<file path="config.mk">
export PLATFORM = sky130hd
export DESIGN_NAME = rops_top
export DESIGN_NICKNAME = d
export VERILOG_FILES = /design/src/hw/rops_pkg.sv /design/src/hw/rops_top.sv
export SDC_FILE = /design/constraint.sdc
export NUM_CORES = 1
export LEC_CHECK = 0
export BUFFER_PORTS_ARGS = -buffer_cell sky130_fd_sc_hd__buf_4
export CAP_MARGIN = 20
export CORE_ASPECT_RATIO = 0.9
export CORE_MARGIN = 4
export CORE_UTILIZATION = 50
export CTS_BUF_LIST = sky130_fd_sc_hd__clkbuf_16
export DETAILED_ROUTE_END_ITERATION = 16
export PLACE_DENSITY = 0.83
export SYNTH_ARGS = -nofsm -noshare
export SYNTH_HDL_FRONTEND = slang
export SYNTH_SLANG_ARGS = --single-unit
export TNS_END_PERCENT = 10
</file>
<file path="constraint.sdc">
create_clock -name pclk -period 2.1 [get_ports pclk]
set_input_delay 0.42 -clock pclk [delete_from_list [all_inputs] [get_ports pclk]]
set_output_delay 0.42 -clock pclk [all_outputs]
set_load 0.005 [all_outputs]
</file>
<file path="src/hw/rops_pkg.sv">
`default_nettype none
package rops_pkg;
   // =========================================================
   // geometry
   localparam int NUM_PINS = 13;
   localparam int SEL_W = 5;
   localparam int IN_SEL_W = 4;
   localparam int ADDR_W = 8;
   localparam int NUM_CODES = 22;
   // =========================================================
   // register offsets (byte addresses); pin n select at PIN_BASE + 4*n
   localparam logic [7:0] OFS_PIN_BASE = 8'h00;
   localparam logic [7:0] OFS_CONFIG_CONTROL = 8'h40;
   localparam logic [7:0] OFS_UNLOCK_KEY = 8'h44;
   localparam logic [7:0] OFS_IN_SEL = 8'h48;
   localparam logic [7:0] OFS_STATUS = 8'h4C;
   // =========================================================
   // fields and reset values
   localparam int LOCK_BIT = 13;
   localparam int ONE_WAY_BIT = 29;
   localparam int STAT_SET_ONCE_BIT = 1;
   localparam int STAT_UNLOCKED_BIT = 2;
   localparam logic [SEL_W-1:0] SEL_RESET = 5'h00;
   localparam logic [IN_SEL_W-1:0] IN_SEL_RESET = 4'h0;
   localparam logic ONE_WAY_RESET = 1'b1;
   // =========================================================
   // null and reserved select codes, and the highest code that names an output
   localparam logic [SEL_W-1:0] CODE_OFF = 5'h00;
   localparam logic [SEL_W-1:0] CODE_RES_A = 5'h0D;
   localparam logic [SEL_W-1:0] CODE_RES_B = 5'h13;
   localparam logic [SEL_W-1:0] CODE_LAST = 5'h15;
   // unlock key pair; values are arbitrary
   localparam logic [31:0] KEY_FIRST = 32'h0F1E_2D3C;
   localparam logic [31:0] KEY_SECOND = 32'hC3D2_E1F0;
   // =========================================================
   // peripheral outputs, packed so that bit position equals select code
   typedef struct packed {
      logic quadrature_compare_6;
      logic quadrature_compare_2;
      logic res_19;
      logic reference_clock_out_3;
      logic serial_port6_clock;
      logic serial_port5_data_out;
      logic serial_port4_data_out;
      logic serial_port3_data_out;
      logic res_13;
      logic can4_transmit;
      logic uart6_request_to_send;
      logic compare_out_16;
      logic compare_out_12;
      logic compare_out_9;
      logic comparator3_output;
      logic compare_out_8;
      logic compare_out_2;
      logic serial_port2_data_out;
      logic serial_port1_data_out;
      logic uart4_transmit;
      logic uart3_request_to_send;
      logic res_off;
   } rops_periph_t;
   typedef enum logic [1:0] {
      KEY_IDLE = 2'b00,
      KEY_HALF = 2'b01,
      KEY_OPEN = 2'b11
   } rops_key_t;
   typedef struct packed {
      logic set_once;
      logic mapping_lock;
   } rops_lock_t;
endpackage
`default_nettype wire

</file>
<file path="src/hw/rops_top.sv">
`timescale 1ns/10ps
`default_nettype none
module rops_top (
   input wire logic pclk,
   input wire logic presetn,
   input wire logic psel,
   input wire logic penable,
   input wire logic pwrite,
   input wire logic [rops_pkg::ADDR_W-1:0] paddr,
   input wire logic [31:0] pwdata,
   output logic [31:0] prdata,
   output logic pready,
   output logic pslverr,
   input wire rops_pkg::rops_periph_t periph_out,
   input wire logic [31:0] cfg_word_three,
   output logic [rops_pkg::NUM_PINS-1:0] pin_out,
   output logic [rops_pkg::NUM_PINS-1:0] pin_oe,
   output logic [rops_pkg::IN_SEL_W-1:0] periph_in_sel
);
   import rops_pkg::*;

   // =========================================================
   // state
   logic [SEL_W-1:0] sel [NUM_PINS];
   logic [SEL_W-1:0] next_sel [NUM_PINS];
   logic [IN_SEL_W-1:0] next_periph_in_sel;
   rops_lock_t lock;
   rops_lock_t next_lock;
   rops_key_t key;
   rops_key_t next_key;
   logic one_way;
   logic next_one_way;
   logic opt_s1, opt_s2, opt_s3;
   logic [31:0] next_prdata;
   logic next_pready;
   logic next_pslverr;
   logic [NUM_PINS-1:0] next_pin_out;
   logic [NUM_PINS-1:0] next_pin_oe;
   logic [NUM_CODES-1:0] periph_vec;
   logic access;
   logic pin_hit;
   logic [5:0] word_idx;
   logic mapped;
   logic [31:0] rd_value;

   assign periph_vec = periph_out;
   assign word_idx = paddr[7:2];
   assign pin_hit = (paddr[1:0] == 2'b00) && (word_idx < 6'(NUM_PINS));
   // the transfer commits on the edge where the master sees pready high
   assign access = psel && penable && pready;

   function automatic logic code_valid(input logic [SEL_W-1:0] c);
      return (c != CODE_OFF) && (c <= CODE_LAST) && (c != CODE_RES_A) && (c != CODE_RES_B);
   endfunction

   // =========================================================
   // one-way option: a fuse level from outside the clock domain
   always_ff @(posedge pclk or negedge presetn) begin
      if (!presetn) begin
         opt_s1 <= ONE_WAY_RESET;
         opt_s2 <= ONE_WAY_RESET;
         opt_s3 <= ONE_WAY_RESET;
      end else begin
         opt_s1 <= cfg_word_three[ONE_WAY_BIT];
         opt_s2 <= opt_s1;
         opt_s3 <= opt_s2;
      end
   end

   always_comb begin
      next_one_way = one_way;
      if (opt_s2 == opt_s3) begin
         next_one_way = opt_s3;
      end
   end

   always_ff @(posedge pclk or negedge presetn) begin
      if (!presetn) begin
         one_way <= ONE_WAY_RESET;
      end else begin
         one_way <= next_one_way;
      end
   end

   // =========================================================
   // register decode and read data
   always_comb begin
      mapped = 1'b1;
      rd_value = 32'h0000_0000;
      if (pin_hit) begin
         rd_value[SEL_W-1:0] = sel[word_idx[3:0]];
      end else begin
         case (paddr)
            OFS_CONFIG_CONTROL: rd_value[LOCK_BIT] = lock.mapping_lock;
            OFS_UNLOCK_KEY: rd_value = 32'h0000_0000;
            OFS_IN_SEL: rd_value[IN_SEL_W-1:0] = periph_in_sel;
            OFS_STATUS: begin
               rd_value[0] = one_way;
               rd_value[STAT_SET_ONCE_BIT] = lock.set_once;
               rd_value[STAT_UNLOCKED_BIT] = (key == KEY_OPEN);
            end
            default: mapped = 1'b0;
         endcase
      end
   end

   // =========================================================
   // apb answer: one wait state, read data and error held with pready
   always_comb begin
      next_pready = psel && penable && !pready;
      next_prdata = prdata;
      next_pslverr = 1'b0;
      if (next_pready) begin
         next_prdata = pwrite ? 32'h0000_0000 : rd_value;
         // a locked write answers without error
         next_pslverr = !mapped;
      end
   end

   always_ff @(posedge pclk or negedge presetn) begin
      if (!presetn) begin
         pready <= 1'b0;
         prdata <= 32'h0000_0000;
         pslverr <= 1'b0;
      end else begin
         pready <= next_pready;
         prdata <= next_prdata;
         pslverr <= next_pslverr;
      end
   end

   // =========================================================
   // unlock key sequence and mapping lock
   always_comb begin
      next_key = key;
      next_lock = lock;
      if (access && pwrite && mapped) begin
         if (paddr == OFS_UNLOCK_KEY) begin
            case (key)
               KEY_IDLE: next_key = (pwdata == KEY_FIRST) ? KEY_HALF : KEY_IDLE;
               KEY_HALF: next_key = (pwdata == KEY_SECOND) ? KEY_OPEN : KEY_IDLE;
               KEY_OPEN: next_key = KEY_OPEN;
               default: next_key = KEY_IDLE;
            endcase
         end else if (paddr == OFS_CONFIG_CONTROL) begin
            // lock bit changes only after the key pair
            if (key == KEY_OPEN) begin
               // bit 13 of the config control register
               if (pwdata[LOCK_BIT]) begin
                  next_lock.mapping_lock = 1'b1;
                  next_lock.set_once = 1'b1;
               end else if (!(one_way && lock.set_once)) begin
                  next_lock.mapping_lock = 1'b0;
               end
            end
            next_key = KEY_IDLE;
         end else begin
            next_key = KEY_IDLE;
         end
      end
   end

   // reset, or a clear after the key pair once the one-way option drops, releases a stuck lock
   always_ff @(posedge pclk or negedge presetn) begin
      if (!presetn) begin
         key <= KEY_IDLE;
         lock <= '0;
      end else begin
         key <= next_key;
         lock <= next_lock;
      end
   end

   // =========================================================
   // select registers and pin drive, one slice per pin
   genvar gi;
   generate
      for (gi = 0; gi < NUM_PINS; gi++) begin : g_pin
         always_comb begin
            next_sel[gi] = sel[gi];
            // locked writes leave the field as it was
            if (access && pwrite && pin_hit && (word_idx == 6'(gi)) && !lock.mapping_lock) begin
               next_sel[gi] = pwdata[SEL_W-1:0];
            end
            // codes above CODE_LAST drive nothing, like the null code
            // reserved codes behave as null output
            next_pin_oe[gi] = code_valid(sel[gi]);
            next_pin_out[gi] = code_valid(sel[gi]) ? periph_vec[sel[gi]] : 1'b0;
         end

         // fields reset to the null code
         always_ff @(posedge pclk or negedge presetn) begin
            if (!presetn) begin
               sel[gi] <= SEL_RESET;
               pin_out[gi] <= 1'b0;
               pin_oe[gi] <= 1'b0;
            end else begin
               sel[gi] <= next_sel[gi];
               pin_out[gi] <= next_pin_out[gi];
               pin_oe[gi] <= next_pin_oe[gi];
            end
         end
      end
   endgenerate

   // input select shares the lock with the output selects
   always_comb begin
      next_periph_in_sel = periph_in_sel;
      // input select also guarded by the lock
      if (access && pwrite && (paddr == OFS_IN_SEL) && !lock.mapping_lock) begin
         next_periph_in_sel = pwdata[IN_SEL_W-1:0];
      end
   end

   always_ff @(posedge pclk or negedge presetn) begin
      if (!presetn) begin
         periph_in_sel <= IN_SEL_RESET;
      end else begin
         periph_in_sel <= next_periph_in_sel;
      end
   end

   // =========================================================
   // checks
   chk_sel_write_lands: assert property (@(posedge pclk) disable iff (!presetn)
      access && pwrite && paddr == OFS_PIN_BASE && !lock.mapping_lock
      |=> sel[0] == $past(pwdata[SEL_W-1:0]))
      else $error("unlocked select write did not land");

   chk_null_undriven: assert property (@(posedge pclk) disable iff (!presetn)
      sel[1] == CODE_OFF |=> !pin_oe[1] && !pin_out[1])
      else $error("null select still drives the pin");

   chk_locked_hold: assert property (@(posedge pclk) disable iff (!presetn)
      lock.mapping_lock && access && pwrite && pin_hit |=> $stable(sel[1]) && $stable(sel[0]))
      else $error("locked write changed a select field");

   chk_locked_noerr: assert property (@(posedge pclk) disable iff (!presetn)
      psel && penable && !pready && pwrite && pin_hit |=> pready && !pslverr)
      else $error("locked or mapped write answered with error");

   chk_lock_blocks_in: assert property (@(posedge pclk) disable iff (!presetn)
      lock.mapping_lock && access && pwrite && paddr == OFS_IN_SEL |=> $stable(periph_in_sel))
      else $error("input select changed while locked");

   chk_key_needed: assert property (@(posedge pclk) disable iff (!presetn)
      key != KEY_OPEN |=> lock.mapping_lock == $past(lock.mapping_lock))
      else $error("lock changed without unlock key");

   chk_one_way_stuck: assert property (@(posedge pclk) disable iff (!presetn)
      one_way && lock.set_once && lock.mapping_lock ##1 one_way |-> lock.mapping_lock)
      else $error("one-way lock was cleared");

   chk_decode_code: assert property (@(posedge pclk) disable iff (!presetn)
      sel[3] == 5'h03 |=> pin_out[3] == $past(periph_out.serial_port1_data_out) && pin_oe[3])
      else $error("code three did not route serial data out");

   chk_decode_high: assert property (@(posedge pclk) disable iff (!presetn)
      sel[8] == 5'h15 |=> pin_out[8] == $past(periph_out.quadrature_compare_6) && pin_oe[8])
      else $error("code 21 did not route quadrature compare");

   chk_reserved_null: assert property (@(posedge pclk) disable iff (!presetn)
      (sel[5] == CODE_RES_A || sel[5] > CODE_LAST) |=> !pin_oe[5] && !pin_out[5])
      else $error("reserved code drove the pin");

   chk_lock_sets: assert property (@(posedge pclk) disable iff (!presetn)
      key == KEY_OPEN && access && pwrite && paddr == OFS_CONFIG_CONTROL && pwdata[LOCK_BIT]
      |=> lock.mapping_lock)
      else $error("keyed lock write did not set the lock");

   chk_in_sel_lands: assert property (@(posedge pclk) disable iff (!presetn)
      !lock.mapping_lock && access && pwrite && paddr == OFS_IN_SEL
      |=> periph_in_sel == $past(pwdata[IN_SEL_W-1:0]))
      else $error("unlocked input select write did not land");

   chk_write_completes: assert property (@(posedge pclk) disable iff (!presetn)
      psel && penable && !pready |=> pready)
      else $error("access phase got no ready in the next cycle");

   chk_set_once_held: assert property (@(posedge pclk) disable iff (!presetn)
      lock.set_once |=> lock.set_once)
      else $error("set-once memory cleared without reset");

   chk_option_follow: assert property (@(posedge pclk) disable iff (!presetn)
      opt_s2 == opt_s3 |=> one_way == $past(opt_s3))
      else $error("option level not taken once synchroniser agreed");

   chk_decode_mid: assert property (@(posedge pclk) disable iff (!presetn)
      sel[1] == 5'h0E |=> pin_out[1] == $past(periph_out.serial_port3_data_out) && pin_oe[1])
      else $error("code 14 did not route serial data out");
endmodule // rops_top
`default_nettype wire

</file>
; ---- After elaboration in Yosys (flattened, before gate mapping)
; Index checks and enable logic that the tools add are counted.
[classes]
eq_ne = 48
mux = 57
reduce_logical = 97
n_bitwise = 2
order_cmp = 28
[ops]
columns = operator, count
row1 = 5-bit by 6-bit less-than comparator with 1-bit output (second input constant), 13
row2 = 1-bit logical AND, 75
row3 = 1-bit binary-select mux with 5-bit select, 13
row4 = 5-bit less-or-equal comparator (second input constant), 13
row5 = 5-bit by 4-bit inequality test with 1-bit output (second input constant), 13
row6 = 5-bit inequality test (second input constant), 13
row7 = 5-bit nonzero test, 13
row8 = 1-bit two-way mux, 34
row9 = 32-bit by 28-bit equality test with 1-bit output (second input constant), 1
row10 = 32-bit equality test (second input constant), 1
row11 = 8-bit by 7-bit equality test with 1-bit output (second input constant), 4
row12 = 32-bit two-way mux, 1
row13 = 6-bit by 4-bit equality test with 1-bit output (second input constant), 5
row14 = 6-bit by 3-bit equality test with 1-bit output (second input constant), 4
row15 = 5-bit binary-select mux with 4-bit select, 1
row16 = 5-bit two-way mux, 3
row17 = 6-bit by 2-bit equality test with 1-bit output (second input constant), 2
row18 = 5-bit AND reduction, 2
row19 = 9-bit two-way mux, 1
row20 = 6-bit by 1-bit equality test with 1-bit output (second input constant), 1
row21 = 6-bit zero test, 1
row22 = 6-bit by 4-bit less-than comparator with 1-bit output (second input constant), 1
row23 = 2-bit one-hot mux with 3 select lines, 1
row24 = 3-bit one-hot mux with 2 select lines, 1
row25 = other kinds (11), 15
[word_totals]
wordCells = 282
output_inout_bits = 64
ff_bits = 137
in_bits = 99

; ---- Longest topological paths before layout
[logic_depth]
word_depth = 6
ltp_mapped = 7
ltp_nobuf = 5

; ---- Least setup slack after synthesis
; OpenSTA, ideal clock, no wires.
[synth_timing]
path_type = in2reg
startpoint = input port paddr[3] in the netlist's numbering
endpoint = register prdata[4]
required_ps = 1979
stages = 6
setup_ps = 121
path_buffers = 2
path_slack_ps = 128
arrival_time_ps = 1851
path_cell_list = buf_2 -> buf_4 -> mux4_2 -> nor2b_1 -> a211o_1 -> a22o_1
[synth_between]
elab_chain_cells = 6
word_cells_on_any_way = 8
classes_between = 1 x order compare / 5 x mux / 1 x bitwise / 1 x reduce/logical
[synth_lines]
columns = item, line_no
row1 = "start, declared", rops_top.sv:9  ; input wire logic [rops_pkg::ADDR_W-1:0] paddr,
row2 = 4-bit inverter with 5-bit output (not written as such), rops_top.sv:91  ; rd_value[SEL_W-1:0] = sel[word_idx[3:0]];
row3 = 5-bit binary-select mux with 4-bit select, rops_top.sv:91
row4 = 5-bit two-way mux (not written as such) (2 in series), rops_top.sv:91
row5 = 5-bit two-way mux (*), rops_top.sv:90  ; if (pin_hit) begin
row6 = 32-bit two-way mux (*), rops_top.sv:114  ; next_prdata = pwrite ? 32'h0000_0000 : rd_value;
row7 = "end signal, assigned", rops_top.sv:127  ; prdata <= next_prdata;
row8 = "end, declared", rops_top.sv:11  ; output logic [31:0] prdata,
; Mark *: on every way between the ends. The rest lies on a longest branch, timed or not. The select of a mux whose other input is x is not followed.
; A chain may end at the register's enable or synchronous reset.

; ---- Worst setup path in the final report
[layout_timing]
startpoint = register pready
endpoint = register sel[47] in the netlist's numbering
[layout_between]
elab_chain_cells = 5
[layout_lines]
columns = item, line_no
row1 = "start, declared", rops_top.sv:12  ; output logic pready,
row2 = "start signal, assigned", rops_top.sv:126  ; pready <= next_pready;
row3 = 1-bit logical AND, rops_top.sv:50  ; assign access = psel && penable && pready;
row4 = 1-bit logical AND (4 in series), rops_top.sv:182  ; if (access && pwrite && pin_hit && (word_idx == 6'(gi)) && !lock.mapping_lock) begin
row5 = "end signal, assigned by index", rops_top.sv:198  ; sel[gi] <= next_sel[gi];
row6 = "end, declared", rops_top.sv:24  ; logic [SEL_W-1:0] sel [NUM_PINS];
; No other way between the ends.

==> metrics.md <==
| Metric | Value |
|---|---|
| Outcome | finished, final reports clean |
| Post-layout net count | roughly 1000 |
| Max_slew headroom | 0.620 |
| Met2 GRT Util | 0.400 |
| Core ar. | approximately 16000 µm² |
| Netlist Area Pre-Place | just over 8000 µm² |
| CP max FO | 5 |
| Drc violations | 0 |
| Synth area leaders | dfrtp_1 32%, mux2_2 12%, mux4_2 11%, mux2i_1 8.3%, nor2b_1 2.6% |
| Multi-input logic area | approximately 5000 µm² |
| Largest net degree at the start of global routing | 65 |
| Fmax | around 500 MHz |
| Area occupied by registers | 2780 µm² |
| Fin. Hold Viols | 0 |
| Die Y | about 130 µm |
| Synth warn | 0 |
| Remaining Overflow, GRT | 0 |
| Post-CTS Setup Repair Bufs | 0 |
| Final hold slack | around 0.045 ns |
| Num CTS Buffers | 9 |
| Initial antenna violation count | 0 |
| Routed wire per std cell | between 20 and 25 µm |
| CTS sink count | between 100 and 150 |
| RSZ-0062 raised after global routing | no |
| Cell Pwr Density | 454 nW/µm² |
| Setup violators final | 0 |
| Async SR Flop Fraction | 1.00 |
| Final core occ | 0.596 |
| Die W | between 100 and 150 µm |
| Met3 Usage GRT | 0.0799 |
| Min-Delay Path Class | in2async |
| Initial Util | 0.512 |
| Slew Viols, Final | 0 |
| Synth top area share | 0.323 |
| WP data required | 2.35 ns |
| # IOs | 163 |
| PostCTS Resize Cnt | 0 |
| Most frequent cell after synthesis | dfrtp_1 |
| Synth Area in Simple Gates | 0.157 |
| GR peak layer | met2 |
| Clock Tree Buf Depth | 2 |
| DR vias | a little over 7000 |
| Seq/Total Area, Yosys | 0.336 |
| Yosys cell types | 58 |
| GR Util met1 | 0.366 |
| Post-layout minimum cycle time | approximately 2 ns |
| GPL Wtd Cong | 0.915 |
| First-pass GRT wire length | approximately 38000 µm |
| Post-synthesis cell count | ~780 |
| First-iteration detailed-routing DRC count | 956 |
| Diode count | 0 |
| Crit Path Class | reg2reg |
| Synth Area in Compound Gates | 0.123 |
| Post-Synth XOR/XNOR Area | 0 |
| Post-synthesis adder-cell area fraction | 0.00121 |
| Hold-fix buffers, CTS | 0 |
| Setup crit start kind | flop |
| Fillers | approximately 1300 |
| Top cells by count, synth | 107 x dfrtp_1, 89 x mux2_2, 69 x mux2i_1 |
| GRT Util Overall | 0.266 |
| Mux cell area share after synthesis | 0.313 |
| CP endpoint kind | flop |
| Tcrit/Tclk final | 0.937 |
| Worst-Skew Late Latency | 0.36 ns |
| Area leader, netlist | dfrtp_1 |
| Die footprint | 18700 µm² |
| Post-DP HPWL | around 17000 µm |
| Post-synth EDFFs | 0 |
| Via density | 6.60 |
| Largest family of logic cells by synthesized area | multiplexers |
| Top_reg_cell synth | dfrtp_1 |
| Clock root buffer | clkbuf_16 |
| Worst Skew | approximately 0.009 ns |
| Post-route antenna net violation count | 0 |
| DRT Pass-1 Iters | 5 |
| Syn avg cell area | 10.6 µm² |
| Tightest Pin Transition | between 0.5 and 0.6 ns |
| Post-Route WL | ~25000 µm |
| Area delta synth->final | 16.5% |
| Number of global-route vias before repair | roughly 7000 |
| Num rows | 44 |
| CTS clk-pin slew, worst paths | around 0.080 ns |
| PortBufs | 105 |
| Max VDD drop | 0.487 mV |
| MaxCap Viol Count | 0 |
| CTS tree | done |
| H-tree depth | 3 |
| Number of synthesized register bits | 111 |
| Leak | 4.30 nW |
| Worst Path Arrival | approximately 2.2 ns |
| Layout cells sized above 1 | 0.382 |
-- report_power, final --
| part | switching (W) | leakage (nW) | internal, W |
|---|---|---|---|
| sequential | 0.00000486 | 1.52 | 0.00215 |
| combinational | 0.000356 | 2.64 | 0.000241 |
| clock | 0.000826 | 0.133 | 0.000806 |
-- routing by layer --
metal | up-vias | wire (µm)
met5 | - | 0
met2 | 463 | 11500
li1 | 3106 | -
met4 | 0 | 777
met3 | 73 | 3020
met1 | 3540 | 9840
-- layout by cell type, fill, tap and decap left out, types with 9 or more instances in the layout --
cell type / Yosys / routed
o31a_1: 10 / 10
mux2i_1: 69 / 69
o311a_1: 10 / 10
conb_1: 1 / 26
nand3_1: 34 / 34
a211oi_1: 16 / 16
mux2_2: 89 / 89
nor3b_1: 13 / 13
mux4_2: 40 / 40
o21ai_0: 9 / 9
clkbuf_16: 0 / 9
or2_2: 22 / 22
nand2_1: 28 / 28
a21o_1: 11 / 11
o211ai_1: 20 / 20
nor2_1: 27 / 27
nor2b_1: 34 / 34
inv_1: 16 / 16
buf_4: 28 / 159
dfrtp_1: 107 / 107
a22oi_1: 18 / 18
-- cell type report --
cell class,count,share of cell area
Clock buffer,9,0.0233
Clock inverter,7,0.00493
Inverter,16,0.00622
Multi-Input combinational cell,577,0.520
Sequential cell,111,0.288
Tap cell,207,0.0268
Timing Repair Buffer,162,0.130
-- critical path, cell delays in order, from the launching register on --
cell     delay (ns)
dfrtp_1        0.38
and4_1         0.20
nand3_1        0.22
nor3_1         0.22
buf_4          0.16
and3_1         0.31
mux2_2         0.38
-- metrics by stage --
| stage | power (W) | setup slack [ns] | TNS, ns | cell area [µm²] | instances |
|---|---|---|---|---|---|
| floorplan | 0.00250 | 0.128 | 0 | 8380 | 807 |
| detailed placement | 0.00277 | -0.192 | -2.47 | 9380 | 1073 |
| global placement | 0.00276 | -0.144 | -1.65 | 9380 | 1073 |
| finish | 0.00438 | 0.132 | 0 | 9650 | 1089 |
| CTS | 0.00438 | 0.150 | 0 | 9650 | 1089 |
| global route | 0.00451 | 0.0260 | 0 | 9650 | 1089 |
-- sequential cells by signal, summed over array words and instances (netlist names) --
name,count
prdata,6
sel,65
opt_s1,1
opt_s3,1
periph_in_sel,4
opt_s2,1
pin_out,13
pin_oe,13
lock,2
pslverr,1
one_way,1
key,2
pready,1
-- path summary, 6_finish.rpt --
check	startpoint	endpoint	slack [ns]	cells past startpoint
max	pready$_DFF_PN0_	sel[47]$_DFFE_PN0P_	0.13	6
min	presetn	sel[64]$_DFFE_PN0P_	0.05	2
max reg2reg	pready$_DFF_PN0_	sel[47]$_DFFE_PN0P_	0.13	6
min reg2reg	opt_s1$_DFF_PN1_	opt_s2$_DFF_PN1_	0.36	0
max in group asynchronous	presetn	sel[38]$_DFFE_PN0P_	1.73	2
min in group pclk	cfg_word_three[29]	opt_s1$_DFF_PN1_	0.16	1
-- cells by family after synthesis --
logic type	Yosys count
AND/OR/NAND/NOR	220
multiplexers	198
AO/OA/AOI/OAI	132
buffers and inverters	119
flip-flops	111
adder cells (fa/ha/maj)	1
other	1
(Power assumes the default switching activity.)
